$ cat config.mk
export PLATFORM = sky130hd
export DESIGN_NAME = rfi_regulator_fault_irq_regs
export DESIGN_NICKNAME = d
export VERILOG_FILES = /design/src/hdl/rfi_regulator_fault_irq_regs.v
export VERILOG_INCLUDE_DIRS = /design/src /design/src/pkg
export SDC_FILE = /design/constraint.sdc
export NUM_CORES = 1
export LEC_CHECK = 0
export ABC_AREA = 1
export BUFFER_PORTS_ARGS = -buffer_cell sky130_fd_sc_hd__buf_2
export CELL_PAD_IN_SITES_DETAIL_PLACEMENT = 0
export CELL_PAD_IN_SITES_GLOBAL_PLACEMENT = 1
export CORE_MARGIN = 2
export CORE_UTILIZATION = 36
export DETAILED_ROUTE_END_ITERATION = 12
export PLACE_DENSITY = 0.85
export RECOVER_POWER = 50
export SLEW_MARGIN = 20
export SYNTH_ARGS = -nofsm -noshare
export SYNTH_HDL_FRONTEND = slang
export SYNTH_SLANG_ARGS = --single-unit
$ cat constraint.sdc
create_clock -name mclk -period 1.8 [get_ports mclk]
set_input_delay 0.18 -clock mclk [delete_from_list [all_inputs] [get_ports mclk]]
set_output_delay 0.18 -clock mclk [all_outputs]
set_load 0.02 [all_outputs]
$ cat src/pkg/rfi_regs.vh
// register indices, field layouts, reset values and timing for the regulator fault irq block
`ifndef RFI_REGS_VH
`define RFI_REGS_VH

// register indices; byte address is four times the index
`define RFI_IDX_HS_STAT 6'h0B
`define RFI_IDX_HS_MASK 6'h0C
`define RFI_IDX_HS_SENSE 6'h0D
`define RFI_IDX_DVS_STAT 6'h0E
`define RFI_IDX_DVS_MASK 6'h0F
`define RFI_IDX_DVS_SENSE 6'h10
`define RFI_IDX_LIN_STAT 6'h18
`define RFI_IDX_LIN_MASK 6'h19
`define RFI_IDX_LIN_SENSE 6'h1A

// field widths: three bucks, two scaling bucks, three linear regulators
`define RFI_HS_W 3
`define RFI_DVS_W 2
`define RFI_LIN_W 3

// bit positions
`define RFI_BIT_BUCK1 0
`define RFI_BIT_BUCK2 1
`define RFI_BIT_BUCK3 2

// reset values
`define RFI_STAT_RST 8'h00
`define RFI_SENSE_RST 8'h00
`define RFI_HS_MASK_RST 3'h7
`define RFI_DVS_MASK_RST 2'h3
`define RFI_LIN_MASK_RST 3'h7

// timing
`define RFI_CLK_PERIOD_NS 4
`define RFI_BUCK_SW_PERIOD_NS 500

`endif

$ cat src/hdl/rfi_regulator_fault_irq_regs.v
// regulator fault interrupt status, mask and sense registers on a wishbone slave
//
// Function
// - mask bit 0 lets a set status bit pull the interrupt pin low
// - mask bit 1 keeps a set status bit off the interrupt pin
// - buck three high-side mask at bit 2, resets to 1, bits 7-3 unused
// - high-side sense bits 0-2 read-only, reset 0, show fault seen in the last window
// - high-side sense holds steady per switching cycle, reporting faults seen in it
// - scaling-done flag set on every voltage change of buck one or two
// - status bit clears on read or on writing one; writing zero keeps it
// - scaling-done masks at bits 0-1, read-write, reset 1, bits 7-2 unused
// - scaling sense bits 0-1 read 1 while scaling runs, reset 0
// - linear regulator limit flags at bits 0-2, reset 0, set on limit event
// - status 1 means event seen and not cleared, 0 cleared or never
// - scaling-done 0 means not done or cleared, 1 means done
//
// register map, word index on adr[7:2], data in the low byte
//    0x0B  high-side limit status, read or write one to clear
//    0x0C  high-side limit mask, read-write, resets all masked
//    0x0D  high-side limit sense, read-only, windowed per switching cycle
//    0x0E  scaling-done status, read or write one to clear
//    0x0F  scaling-done mask, read-write, resets all masked
//    0x10  scaling busy sense, read-only, synced busy level
//    0x18  linear limit status, read or write one to clear
//    0x19  linear limit mask, read-write, resets all masked
//    0x1A  linear limit sense, read-only, synced fault level
//    other indices read zero, writes dropped, always acked
//
// bus timing
//    request taken on the edge where cyc and stb are high and ack is low
//    ack follows one cycle later and lasts one cycle
//    read data registered with the ack, held until the next read
//    read-to-clear and write-one-to-clear act on the taking edge
//    a write with sel[0] low is acked but changes nothing
//    stb still high in the ack cycle is not taken a second time
//
// event capture
//    every detector level passes two flops before any logic reads it
//    high-side faults chop at the switching rate, so they are gathered
//    over one window of SW_PERIOD_CYC cycles and published at its end
//    a high-side event is a window sense going from clear to fault
//    a scaling-done event is the synced busy level falling
//    a linear limit event is the synced fault level rising
//    a fault that persists sets its status once, not every cycle
//    an event in the same cycle as a clear of its bit wins
//
// interrupt
//    irq_o is a registered level, one cycle behind the pending term
//    pending is any status bit with its mask bit clear
//    the pin is open-drain: value fixed low, enable high while pending
//    a host that only clears by reading must read every status word
//
// hazards and limits
//    window length is a parameter; a mismatch with the real switching
//    period makes the sense bit beat against the chopping fault
//    the counter is sixteen bits, so windows above 65536 cycles wrap
//    synchroniser latency delays every event by two to three cycles
//    read-to-clear clears the whole word, pending bits included, so a
//    debugger read loses interrupts just as a driver read would
//    masks only gate the pin, status bits latch whatever the mask
//
// reset
//    synchronous, active low; one edge is enough, two are safer
//    all status and sense bits clear, all masks set, pin released
`timescale 1ns/1ns
`default_nettype none
`include "rfi_regs.vh"

module rfi_regulator_fault_irq_regs #(
   parameter SW_PERIOD_CYC =
      (`RFI_BUCK_SW_PERIOD_NS + `RFI_CLK_PERIOD_NS - 1) / `RFI_CLK_PERIOD_NS
) (
   input wire mclk,
   input wire rst_b,
   input wire wb_cyc_i,
   input wire wb_stb_i,
   input wire wb_we_i,
   input wire [7:0] wb_adr_i,
   input wire [3:0] wb_sel_i,
   input wire [31:0] wb_dat_i,
   output wire [31:0] wb_dat_o,
   output wire wb_ack_o,
   input wire [2:0] buck_hs_fault_in,
   input wire [1:0] buck_scaling_busy_in,
   input wire [2:0] linear_fault_in,
   output wire irq_o,
   output wire irq_out_n,
   output wire irq_out_n_oe
);

   localparam HS_W = `RFI_HS_W;
   localparam DVS_W = `RFI_DVS_W;
   localparam LIN_W = `RFI_LIN_W;
   localparam RAW_W = HS_W + DVS_W + LIN_W;
   localparam CNT_W = 16;
   localparam integer SW_LAST_I = SW_PERIOD_CYC - 1;
   localparam [CNT_W-1:0] SW_LAST = SW_LAST_I[CNT_W-1:0];

   // synchroniser stages for the analog detector levels
   reg [RAW_W-1:0] meta_reg;
   reg [RAW_W-1:0] sync_reg;
   wire [HS_W-1:0] hs_live;
   wire [DVS_W-1:0] dvs_live;
   wire [LIN_W-1:0] lin_live;

   // switching cycle window
   reg [CNT_W-1:0] sw_cnt_reg;
   reg [CNT_W-1:0] sw_cnt_next;
   wire sw_tick;
   reg [HS_W-1:0] hs_seen_reg;
   reg [HS_W-1:0] hs_seen_next;
   reg [HS_W-1:0] hs_sense_reg;
   reg [HS_W-1:0] hs_sense_next;

   // live sense of scaling and linear faults
   reg [DVS_W-1:0] dvs_sense_reg;
   reg [LIN_W-1:0] lin_sense_reg;

   // events, one cycle each
   wire [HS_W-1:0] hs_evt;
   wire [DVS_W-1:0] dvs_evt;
   wire [LIN_W-1:0] lin_evt;

   // status and mask registers
   reg [HS_W-1:0] hs_stat_reg;
   reg [HS_W-1:0] hs_stat_next;
   reg [HS_W-1:0] hs_mask_reg;
   reg [HS_W-1:0] hs_mask_next;
   reg [DVS_W-1:0] dvs_stat_reg;
   reg [DVS_W-1:0] dvs_stat_next;
   reg [DVS_W-1:0] dvs_mask_reg;
   reg [DVS_W-1:0] dvs_mask_next;
   reg [LIN_W-1:0] lin_stat_reg;
   reg [LIN_W-1:0] lin_stat_next;
   reg [LIN_W-1:0] lin_mask_reg;
   reg [LIN_W-1:0] lin_mask_next;

   // bus side
   reg ack_reg;
   reg [31:0] dat_reg;
   reg [7:0] rd_byte;
   wire req;
   wire wr_en;
   wire rd_en;
   wire [5:0] idx;
   wire [7:0] wbyte;

   // interrupt pin
   reg irq_reg;
   wire irq_pend;

   // two flops on every detector input before any use
   always @(posedge mclk) begin
      if (!rst_b) begin
         meta_reg <= {RAW_W{1'b0}};
         sync_reg <= {RAW_W{1'b0}};
      end else begin
         meta_reg <= {linear_fault_in, buck_scaling_busy_in, buck_hs_fault_in};
         sync_reg <= meta_reg;
      end
   end

   assign hs_live = sync_reg[HS_W-1:0];
   assign dvs_live = sync_reg[HS_W+DVS_W-1:HS_W];
   assign lin_live = sync_reg[RAW_W-1:HS_W+DVS_W];

   // divider marking the end of each switching cycle
   assign sw_tick = (sw_cnt_reg == SW_LAST);

   always @* begin
      if (sw_tick) begin
         sw_cnt_next = {CNT_W{1'b0}};
      end else begin
         sw_cnt_next = sw_cnt_reg + {{(CNT_W-1){1'b0}}, 1'b1};
      end
   end

   // gather faults over the cycle, publish once per cycle
   always @* begin
      hs_sense_next = hs_sense_reg;
      if (sw_tick) begin
         hs_seen_next = {HS_W{1'b0}};
         hs_sense_next = hs_seen_reg | hs_live;
      end else begin
         hs_seen_next = hs_seen_reg | hs_live;
      end
   end

   always @(posedge mclk) begin
      if (!rst_b) begin
         sw_cnt_reg <= {CNT_W{1'b0}};
         hs_seen_reg <= {HS_W{1'b0}};
         hs_sense_reg <= {HS_W{1'b0}};
      end else begin
         sw_cnt_reg <= sw_cnt_next;
         hs_seen_reg <= hs_seen_next;
         hs_sense_reg <= hs_sense_next;
      end
   end

   // scaling busy and linear fault sense follow the synced level
   always @(posedge mclk) begin
      if (!rst_b) begin
         dvs_sense_reg <= {DVS_W{1'b0}};
         lin_sense_reg <= {LIN_W{1'b0}};
      end else begin
         dvs_sense_reg <= dvs_live;
         lin_sense_reg <= lin_live;
      end
   end

   // high-side event: sense goes from clear to fault at a cycle end
   assign hs_evt = {HS_W{sw_tick}} & hs_sense_next & ~hs_sense_reg;
   // scaling done: busy falls, so each voltage change ends in one event
   assign dvs_evt = dvs_sense_reg & ~dvs_live;
   // linear limit: fault level rises
   assign lin_evt = lin_live & ~lin_sense_reg;

   // bus decode; one access taken per request, answered next cycle
   assign req = wb_cyc_i & wb_stb_i & ~ack_reg;
   assign wr_en = req & wb_we_i & wb_sel_i[0];
   assign rd_en = req & ~wb_we_i;
   assign idx = wb_adr_i[7:2];
   assign wbyte = wb_dat_i[7:0];

   // high-side status: set wins over clear
   always @* begin
      hs_stat_next = hs_stat_reg;
      if (rd_en && idx == `RFI_IDX_HS_STAT) begin
         hs_stat_next = {HS_W{1'b0}};
      end else if (wr_en && idx == `RFI_IDX_HS_STAT) begin
         hs_stat_next = hs_stat_reg & ~wbyte[HS_W-1:0];
      end
      hs_stat_next = hs_stat_next | hs_evt;
   end

   // scaling-done status: set wins over clear
   always @* begin
      dvs_stat_next = dvs_stat_reg;
      if (rd_en && idx == `RFI_IDX_DVS_STAT) begin
         dvs_stat_next = {DVS_W{1'b0}};
      end else if (wr_en && idx == `RFI_IDX_DVS_STAT) begin
         dvs_stat_next = dvs_stat_reg & ~wbyte[DVS_W-1:0];
      end
      dvs_stat_next = dvs_stat_next | dvs_evt;
   end

   // linear limit status: set wins over clear
   always @* begin
      lin_stat_next = lin_stat_reg;
      if (rd_en && idx == `RFI_IDX_LIN_STAT) begin
         lin_stat_next = {LIN_W{1'b0}};
      end else if (wr_en && idx == `RFI_IDX_LIN_STAT) begin
         lin_stat_next = lin_stat_reg & ~wbyte[LIN_W-1:0];
      end
      lin_stat_next = lin_stat_next | lin_evt;
   end

   // mask writes
   always @* begin
      hs_mask_next = hs_mask_reg;
      dvs_mask_next = dvs_mask_reg;
      lin_mask_next = lin_mask_reg;
      if (wr_en && idx == `RFI_IDX_HS_MASK) begin
         hs_mask_next = wbyte[HS_W-1:0];
      end
      if (wr_en && idx == `RFI_IDX_DVS_MASK) begin
         dvs_mask_next = wbyte[DVS_W-1:0];
      end
      if (wr_en && idx == `RFI_IDX_LIN_MASK) begin
         lin_mask_next = wbyte[LIN_W-1:0];
      end
   end

   always @(posedge mclk) begin
      if (!rst_b) begin
         hs_stat_reg <= {HS_W{1'b0}};
         dvs_stat_reg <= {DVS_W{1'b0}};
         lin_stat_reg <= {LIN_W{1'b0}};
         hs_mask_reg <= `RFI_HS_MASK_RST;
         dvs_mask_reg <= `RFI_DVS_MASK_RST;
         lin_mask_reg <= `RFI_LIN_MASK_RST;
      end else begin
         hs_stat_reg <= hs_stat_next;
         dvs_stat_reg <= dvs_stat_next;
         lin_stat_reg <= lin_stat_next;
         hs_mask_reg <= hs_mask_next;
         dvs_mask_reg <= dvs_mask_next;
         lin_mask_reg <= lin_mask_next;
      end
   end

   // read mux; unused bits and unmapped words read zero
   always @* begin
      rd_byte = `RFI_SENSE_RST;
      case (idx)
         `RFI_IDX_HS_STAT: begin
            rd_byte = {5'h00, hs_stat_reg};
         end
         `RFI_IDX_HS_MASK: begin
            rd_byte = {5'h00, hs_mask_reg};
         end
         `RFI_IDX_HS_SENSE: begin
            rd_byte = {5'h00, hs_sense_reg};
         end
         `RFI_IDX_DVS_STAT: begin
            rd_byte = {6'h00, dvs_stat_reg};
         end
         `RFI_IDX_DVS_MASK: begin
            rd_byte = {6'h00, dvs_mask_reg};
         end
         `RFI_IDX_DVS_SENSE: begin
            rd_byte = {6'h00, dvs_sense_reg};
         end
         `RFI_IDX_LIN_STAT: begin
            rd_byte = {5'h00, lin_stat_reg};
         end
         `RFI_IDX_LIN_MASK: begin
            rd_byte = {5'h00, lin_mask_reg};
         end
         `RFI_IDX_LIN_SENSE: begin
            rd_byte = {5'h00, lin_sense_reg};
         end
         default: begin
            rd_byte = `RFI_SENSE_RST;
         end
      endcase
   end

   // registered answer, one cycle after the request is taken
   always @(posedge mclk) begin
      if (!rst_b) begin
         ack_reg <= 1'b0;
         dat_reg <= 32'h00000000;
      end else begin
         ack_reg <= req;
         if (rd_en) begin
            dat_reg <= {24'h000000, rd_byte};
         end
      end
   end

   assign wb_ack_o = ack_reg;
   assign wb_dat_o = dat_reg;

   // any unmasked pending bit asserts the interrupt
   assign irq_pend = |(hs_stat_reg & ~hs_mask_reg)
                   | |(dvs_stat_reg & ~dvs_mask_reg)
                   | |(lin_stat_reg & ~lin_mask_reg);

   always @(posedge mclk) begin
      if (!rst_b) begin
         irq_reg <= 1'b0;
      end else begin
         irq_reg <= irq_pend;
      end
   end

   // open-drain pin: drive low only while pending
   assign irq_o = irq_reg;
   assign irq_out_n = 1'b0;
   assign irq_out_n_oe = irq_reg;

endmodule // rfi_regulator_fault_irq_regs
`default_nettype wire

Word-level counts from Yosys, hierarchy flattened --
Cells that the tools add are included.
Word-level totals: flip-flop bits (word level) 69, output and inout port bits 36, memories 0, ROM bits 0, bits in latches 0, logic and storage cells 80, RAM bits 0
Operators by class: multiplexer cells 8, multiply operators 0, divide/modulo/power cells 0, order comparisons 0, add/sub/neg operators 1, equality and inequality tests 10, bitwise gates (word level) 32, reductions and logical operators 13, shift-type cells 0
Operators by type and width (number):
- $eq A6 B4 Y1 const B | 5
- $pmux W3 S9 | 1
- $eq A6 B5 Y1 const B | 4
- $and A3 B3 Y3 | 7
- $add A16 B1 Y16 const B | 1
- $eq A16 B7 Y1 const B | 1
- $mux W3 | 5
- $not A3 Y3 | 5
- $logic_and A1 B1 Y1 | 9
- $or A3 B3 Y3 | 3
- $and A2 B2 Y2 | 3
- $not A2 Y2 | 3
- $reduce_or A3 Y1 | 2
- $and A1 B1 Y1 | 5
- $mux W2 | 2
- $reduce_or A2 Y1 | 2
- $not A1 Y1 | 3
- $or A1 B1 Y1 | 2
- $or A2 B2 Y2 | 1

Depth between registers and ports, before layout --
depth after elaboration 8, depth in mapped cells 10

Worst setup path before layout --
Ideal clock, no wire load.
path kind reg-to-reg, start reg sw_cnt_reg[0], end reg sw_cnt_reg[12], buffers on the path 0, path slack 475 ps, arrival 1204 ps, cell stages (with the launch flop) 9, data required time 1679 ps, setup time 121 ps, cells stage by stage dfxtp_1 ha_1 nand2_1 nor2_2 nand2_2 nor2_4 nand2_1 nor3_1 nor3_2
Between the ends: word-level cells in the longest chain between the ends 2, elaborated cells between the ends (all ways) 3, those cells by class 1 x add/sub; 1 x eq/ne; 1 x reduce/logical
Ends and longest elaborated chain:
- from (decl) | line rfi_regulator_fault_irq_regs.v:107 | reg [CNT_W-1:0] sw_cnt_reg;
- from (signal assigned) | line rfi_regulator_fault_irq_regs.v:191 | sw_cnt_reg <= {CNT_W{1'b0}};
- from (signal assigned) | line rfi_regulator_fault_irq_regs.v:195 | sw_cnt_reg <= sw_cnt_next;
- parallel branches: the longest is 2 deep, another holds $add A16 B1 Y16
Parallel ways; which one is timed is not known. A chain may end at the register's enable or synchronous reset.

Worst setup path in the final report --
start reg sw_cnt_reg[0], end reg sw_cnt_reg[8]
Same word-level chain as after synthesis.

==> PnR_summary.wiki <==
{| class="wikitable"
! Metric !! Value
|-
| Count of distinct cell types in the synthesized netlist || 35
|-
| Part of the cycle the worst path needs || between 80% and 90%
|-
| Switching power share of the total || approximately a quarter
|-
| CP Max Fanout || 12
|-
| Clock tree from TritonCTS || yes
|-
| Post-synthesis instance total || ~430
|-
| Remaining global-route overflow || 0
|-
| Worst-skew pair later-pin latency || 0.34 ns
|-
| Dpl cells || roughly 560
|-
| Leading post-synthesis cells by cell area || sky130_fd_sc_hd__dfxtp_1, sky130_fd_sc_hd__nand2_1, sky130_fd_sc_hd__buf_4
|-
| First-pass GRT wire length || 10800 um
|-
| Number of placement rows || 33
|-
| Tightest Pin Transition || between 0.6 and 0.7 ns
|-
| Sequential fraction of the synthesis area || between 40% and 50%
|-
| Kind of launch point of the worst setup path || register
|-
| Number of design rule violations left after detail routing || 0
|-
| Nets || between 500 and 600
|-
| Reported leakage power || approximately 1.6 nW
|-
| Longest Clk Path Bufs || 2
|-
| Syn Area/Cell || between 7 and 8 um2
|-
| Gpl congestion || 0.939
|-
| Antenna diode count || 0
|-
| Period minus WS final || ~1.5 ns
|-
| Internal Power || around 2.3 mW
|-
| Via count of the first global-routing pass || 2343
|-
| Sequential fraction of design power || 48.6%
|-
| Unrepaired setup endpoints after global routing || no
|-
| Count of non-filler cells in the finished layout || approximately 570
|-
| Initial standard-cell utilization of the core || 37.4%
|-
| Final Setup Violations || 0
|-
| CTS H-Tree Depth || 3
|-
| Clock-pin slew reported for the worst setup and hold paths after clock tree synthesis || ~0.070 ns
|-
| Area of the die || about 0.0094 mm2
|-
| Worst path arrival time || ~1.8 ns
|-
| Signed area change from the synthesized netlist to the final layout || 11.3%
|-
| Via count normalized by instance count || 4.53
|-
| Relative slew slack || 54.2%
|-
| Ports || 93
|-
| Req. time, crit path || 2.07 ns
|-
| Setup skew after layout || approximately 0.0096 ns
|-
| Fraction of power consumed by the clock network || 44.2%
|-
| Cell chosen for the clock root || sky130_fd_sc_hd__clkbuf_8
|-
| Max rail drop VDD || approximately 750 uV
|-
| Drt pass-1 iters || 4
|-
| Share of Yosys cell area claimed by the top area cell type || between 40% and 50%
|-
| Fraction of final layout cells sized beyond drive strength 1 || approximately 15%
|-
| Wirelength, routed || 6190 um
|-
| Final number of hold-violating endpoints || 0
|-
| Maximum clock frequency || between 600 and 700 MHz
|-
| Warning count from the yosys run || 0
|-
| Cell taking the most area after synthesis || sky130_fd_sc_hd__dfxtp_1
|-
| Final TNS setup || 0 ns
|-
| PD cells || 874 mW/mm2
|-
| Max-capacitance violation count || 0
|-
| Count of nets left with antenna violations after detail routing || 0
|-
| Via Count || around 2600
|-
| DR iter-0 viols || 91
|-
| Antenna violations before repair || 0
|-
| Die X || 96.9 um
|-
| Number of buffers inserted for hold repair after clock tree synthesis || 0
|-
| HP Class || in -> reg
|-
| Number of gates given a new drive strength after cts || 0
|-
| Core region area || between 0.008 and 0.009 mm2
|-
| Final Max Slew Viols || 0
|-
| # port buffers || 28
|-
| Global routing usage summed across all routing layers || 13.9%
|-
| Number of sinks driven by the clock tree || 64
|-
| Maximum number of pins on one net before global-route repair || 23
|-
| CTS buffer count || 9
|-
| Detail Placement HPWL || approximately 4800 um
|-
| Worst Setup Path Type || reg -> reg
|-
| Outcome || finished clean
|-
| Vertical extent of the die || 96.9 um
|-
| Switching power total || about 0.74 mW
|-
| Gate power share || around 7.1%
|-
| Area of the mapped netlist || ~0.0031 mm2
|-
| Postcts setup bufs || 0
|-
| Max FFs per register || 16
|-
| FF+latch count, synth || 64
|-
| Number of filler cells placed in the layout || about 870
|-
| Routed wirelength normalized by instance count || 10.8 um
|-
| Kind of capture point of the worst setup path || register
|}
==> placed cells by master (no fill, tap or decap), types with 5 or more instances in the layout <==
cell	n
sky130_fd_sc_hd__a21oi_1	19
sky130_fd_sc_hd__buf_2	21
sky130_fd_sc_hd__clkbuf_1	7
sky130_fd_sc_hd__clkbuf_8	9
sky130_fd_sc_hd__conb_1	30
sky130_fd_sc_hd__dfxtp_1	64
sky130_fd_sc_hd__inv_1	63
sky130_fd_sc_hd__inv_2	5
sky130_fd_sc_hd__nand2_1	97
sky130_fd_sc_hd__nand3_1	23
sky130_fd_sc_hd__nand4_1	14
sky130_fd_sc_hd__nor2_1	40
sky130_fd_sc_hd__nor2_2	8
sky130_fd_sc_hd__nor2_4	5
sky130_fd_sc_hd__nor3_1	8
sky130_fd_sc_hd__o211ai_1	10
sky130_fd_sc_hd__o21ai_0	5
==> cells in the mapped netlist <==
master / count
sky130_fd_sc_hd__or2_2: 1
sky130_fd_sc_hd__xor2_1: 1
sky130_fd_sc_hd__nor2_2: 9
sky130_fd_sc_hd__ha_1: 2
sky130_fd_sc_hd__o21ai_1: 4
sky130_fd_sc_hd__o21ai_0: 3
sky130_fd_sc_hd__nor3_2: 1
sky130_fd_sc_hd__nand3_4: 1
sky130_fd_sc_hd__nand3_2: 1
sky130_fd_sc_hd__nand2_1: 97
sky130_fd_sc_hd__o211ai_1: 10
sky130_fd_sc_hd__nor3b_2: 1
sky130_fd_sc_hd__dfxtp_1: 64
sky130_fd_sc_hd__clkinv_1: 2
sky130_fd_sc_hd__a21oi_2: 1
sky130_fd_sc_hd__inv_1: 63
sky130_fd_sc_hd__nor4_1: 1
sky130_fd_sc_hd__nor2_1: 39
sky130_fd_sc_hd__nand2_4: 1
sky130_fd_sc_hd__nor2_4: 5
sky130_fd_sc_hd__nand4_1: 14
sky130_fd_sc_hd__a21oi_1: 19
sky130_fd_sc_hd__buf_4: 32
sky130_fd_sc_hd__nor3b_1: 2
sky130_fd_sc_hd__conb_1: 1
sky130_fd_sc_hd__a221oi_1: 2
sky130_fd_sc_hd__inv_2: 5
sky130_fd_sc_hd__nand3_1: 23
sky130_fd_sc_hd__nor3_1: 8
sky130_fd_sc_hd__buf_1: 3
sky130_fd_sc_hd__o22ai_1: 4
sky130_fd_sc_hd__nor4_4: 1
sky130_fd_sc_hd__buf_2: 1
sky130_fd_sc_hd__buf_6: 1
sky130_fd_sc_hd__nand2_2: 4
==> metrics by stage <==
| step | hold slack, ns | power, mW | utilization [%] | setup WS (ns) | instance area (um2) |
|---|---|---|---|---|---|
| after detailed placement | 0.365 | 1.72 | 39.2 | 0.314 | 3250 |
| after global placement | 0.361 | 1.72 | 39.2 | 0.350 | 3250 |
| after floorplan | 0.278 | 1.70 | - | 0.475 | 3220 |
| after global routing | 0.00628 | 3.17 | 41.7 | 0.148 | 3460 |
| after CTS | 0.000537 | 3.07 | 41.8 | 0.279 | 3470 |
| final | 0.0154 | 3.02 | 41.7 | 0.269 | 3460 |
==> path summary, 6_finish.rpt <==
check	start	end	slack, ns	cells past startpoint
setup reg to reg	sw_cnt_reg[0]	sw_cnt_reg[8]	0.27	8
hold / removal	buck_hs_fault_in[2]	meta_reg[2]	0.02	3
hold reg to reg	meta_reg[7]	sync_reg[7]	0.41	2
setup / recovery	sw_cnt_reg[0]	sw_cnt_reg[8]	0.27	8
==> power by group through the flow <==
stage	clock, mW	combinational, mW	sequential [mW]
finish	1.34	0.216	1.47
global route	1.45	0.245	1.47
CTS	1.38	0.218	1.47
detailed placement	0	0.218	1.50
global placement	0	0.214	1.50
floorplan	0	0.204	1.50
==> critical path, cell delays in order, from the launching register on <==
cell and delay, ns:
sky130_fd_sc_hd__dfxtp_1 0.40, sky130_fd_sc_hd__inv_1 0.07, sky130_fd_sc_hd__ha_1 0.22, sky130_fd_sc_hd__nand3_1 0.13
sky130_fd_sc_hd__nor4_4 0.05, sky130_fd_sc_hd__nand2_2 0.11, sky130_fd_sc_hd__nand2_2 0.06, sky130_fd_sc_hd__buf_4 0.21
sky130_fd_sc_hd__nor3b_1 0.20
==> cell type report <==
cell class              count  area [um2]  share of cell area (%)
well taps                 105         131                    3.80
repair buffers             32         161                    4.67
multi-input cells         285        1400                    40.5
inverters                  70         263                    7.60
clock inverters             7        96.3                    2.79
flip-flops and latches     64        1280                    37.0
clock buffers               9         124                    3.58
==> cell families (layout without fill, tap and decap cells) <==
kind of cell,after synthesis,count (layout),share of synthesized area [%]
AO/OA/AOI/OAI,43,43,8.26
adder cells (fa/ha/maj),2,2,0.805
other,1,30,0.121
AND/OR/NAND/NOR,209,209,32.2
buffers and inverters,107,118,17.1
flip-flops,64,64,41.2
XOR/XNOR,1,1,0.282
==> routing by layer <==
metal / part of all wire, % / routed length, um / GRT usage [%] / vias to the layer above
met4: 2.2 / 137 / 6.39 / 0
met1: 49 / 3030 / 18.9 / 1143
met3: 4.9 / 302 / 3.40 / 10
li1: - / - / - / 1359
met2: 44 / 2710 / 20.9 / 78
met5: 0 / 0 / 0 / -
Power figures use the tool's default switching activity.
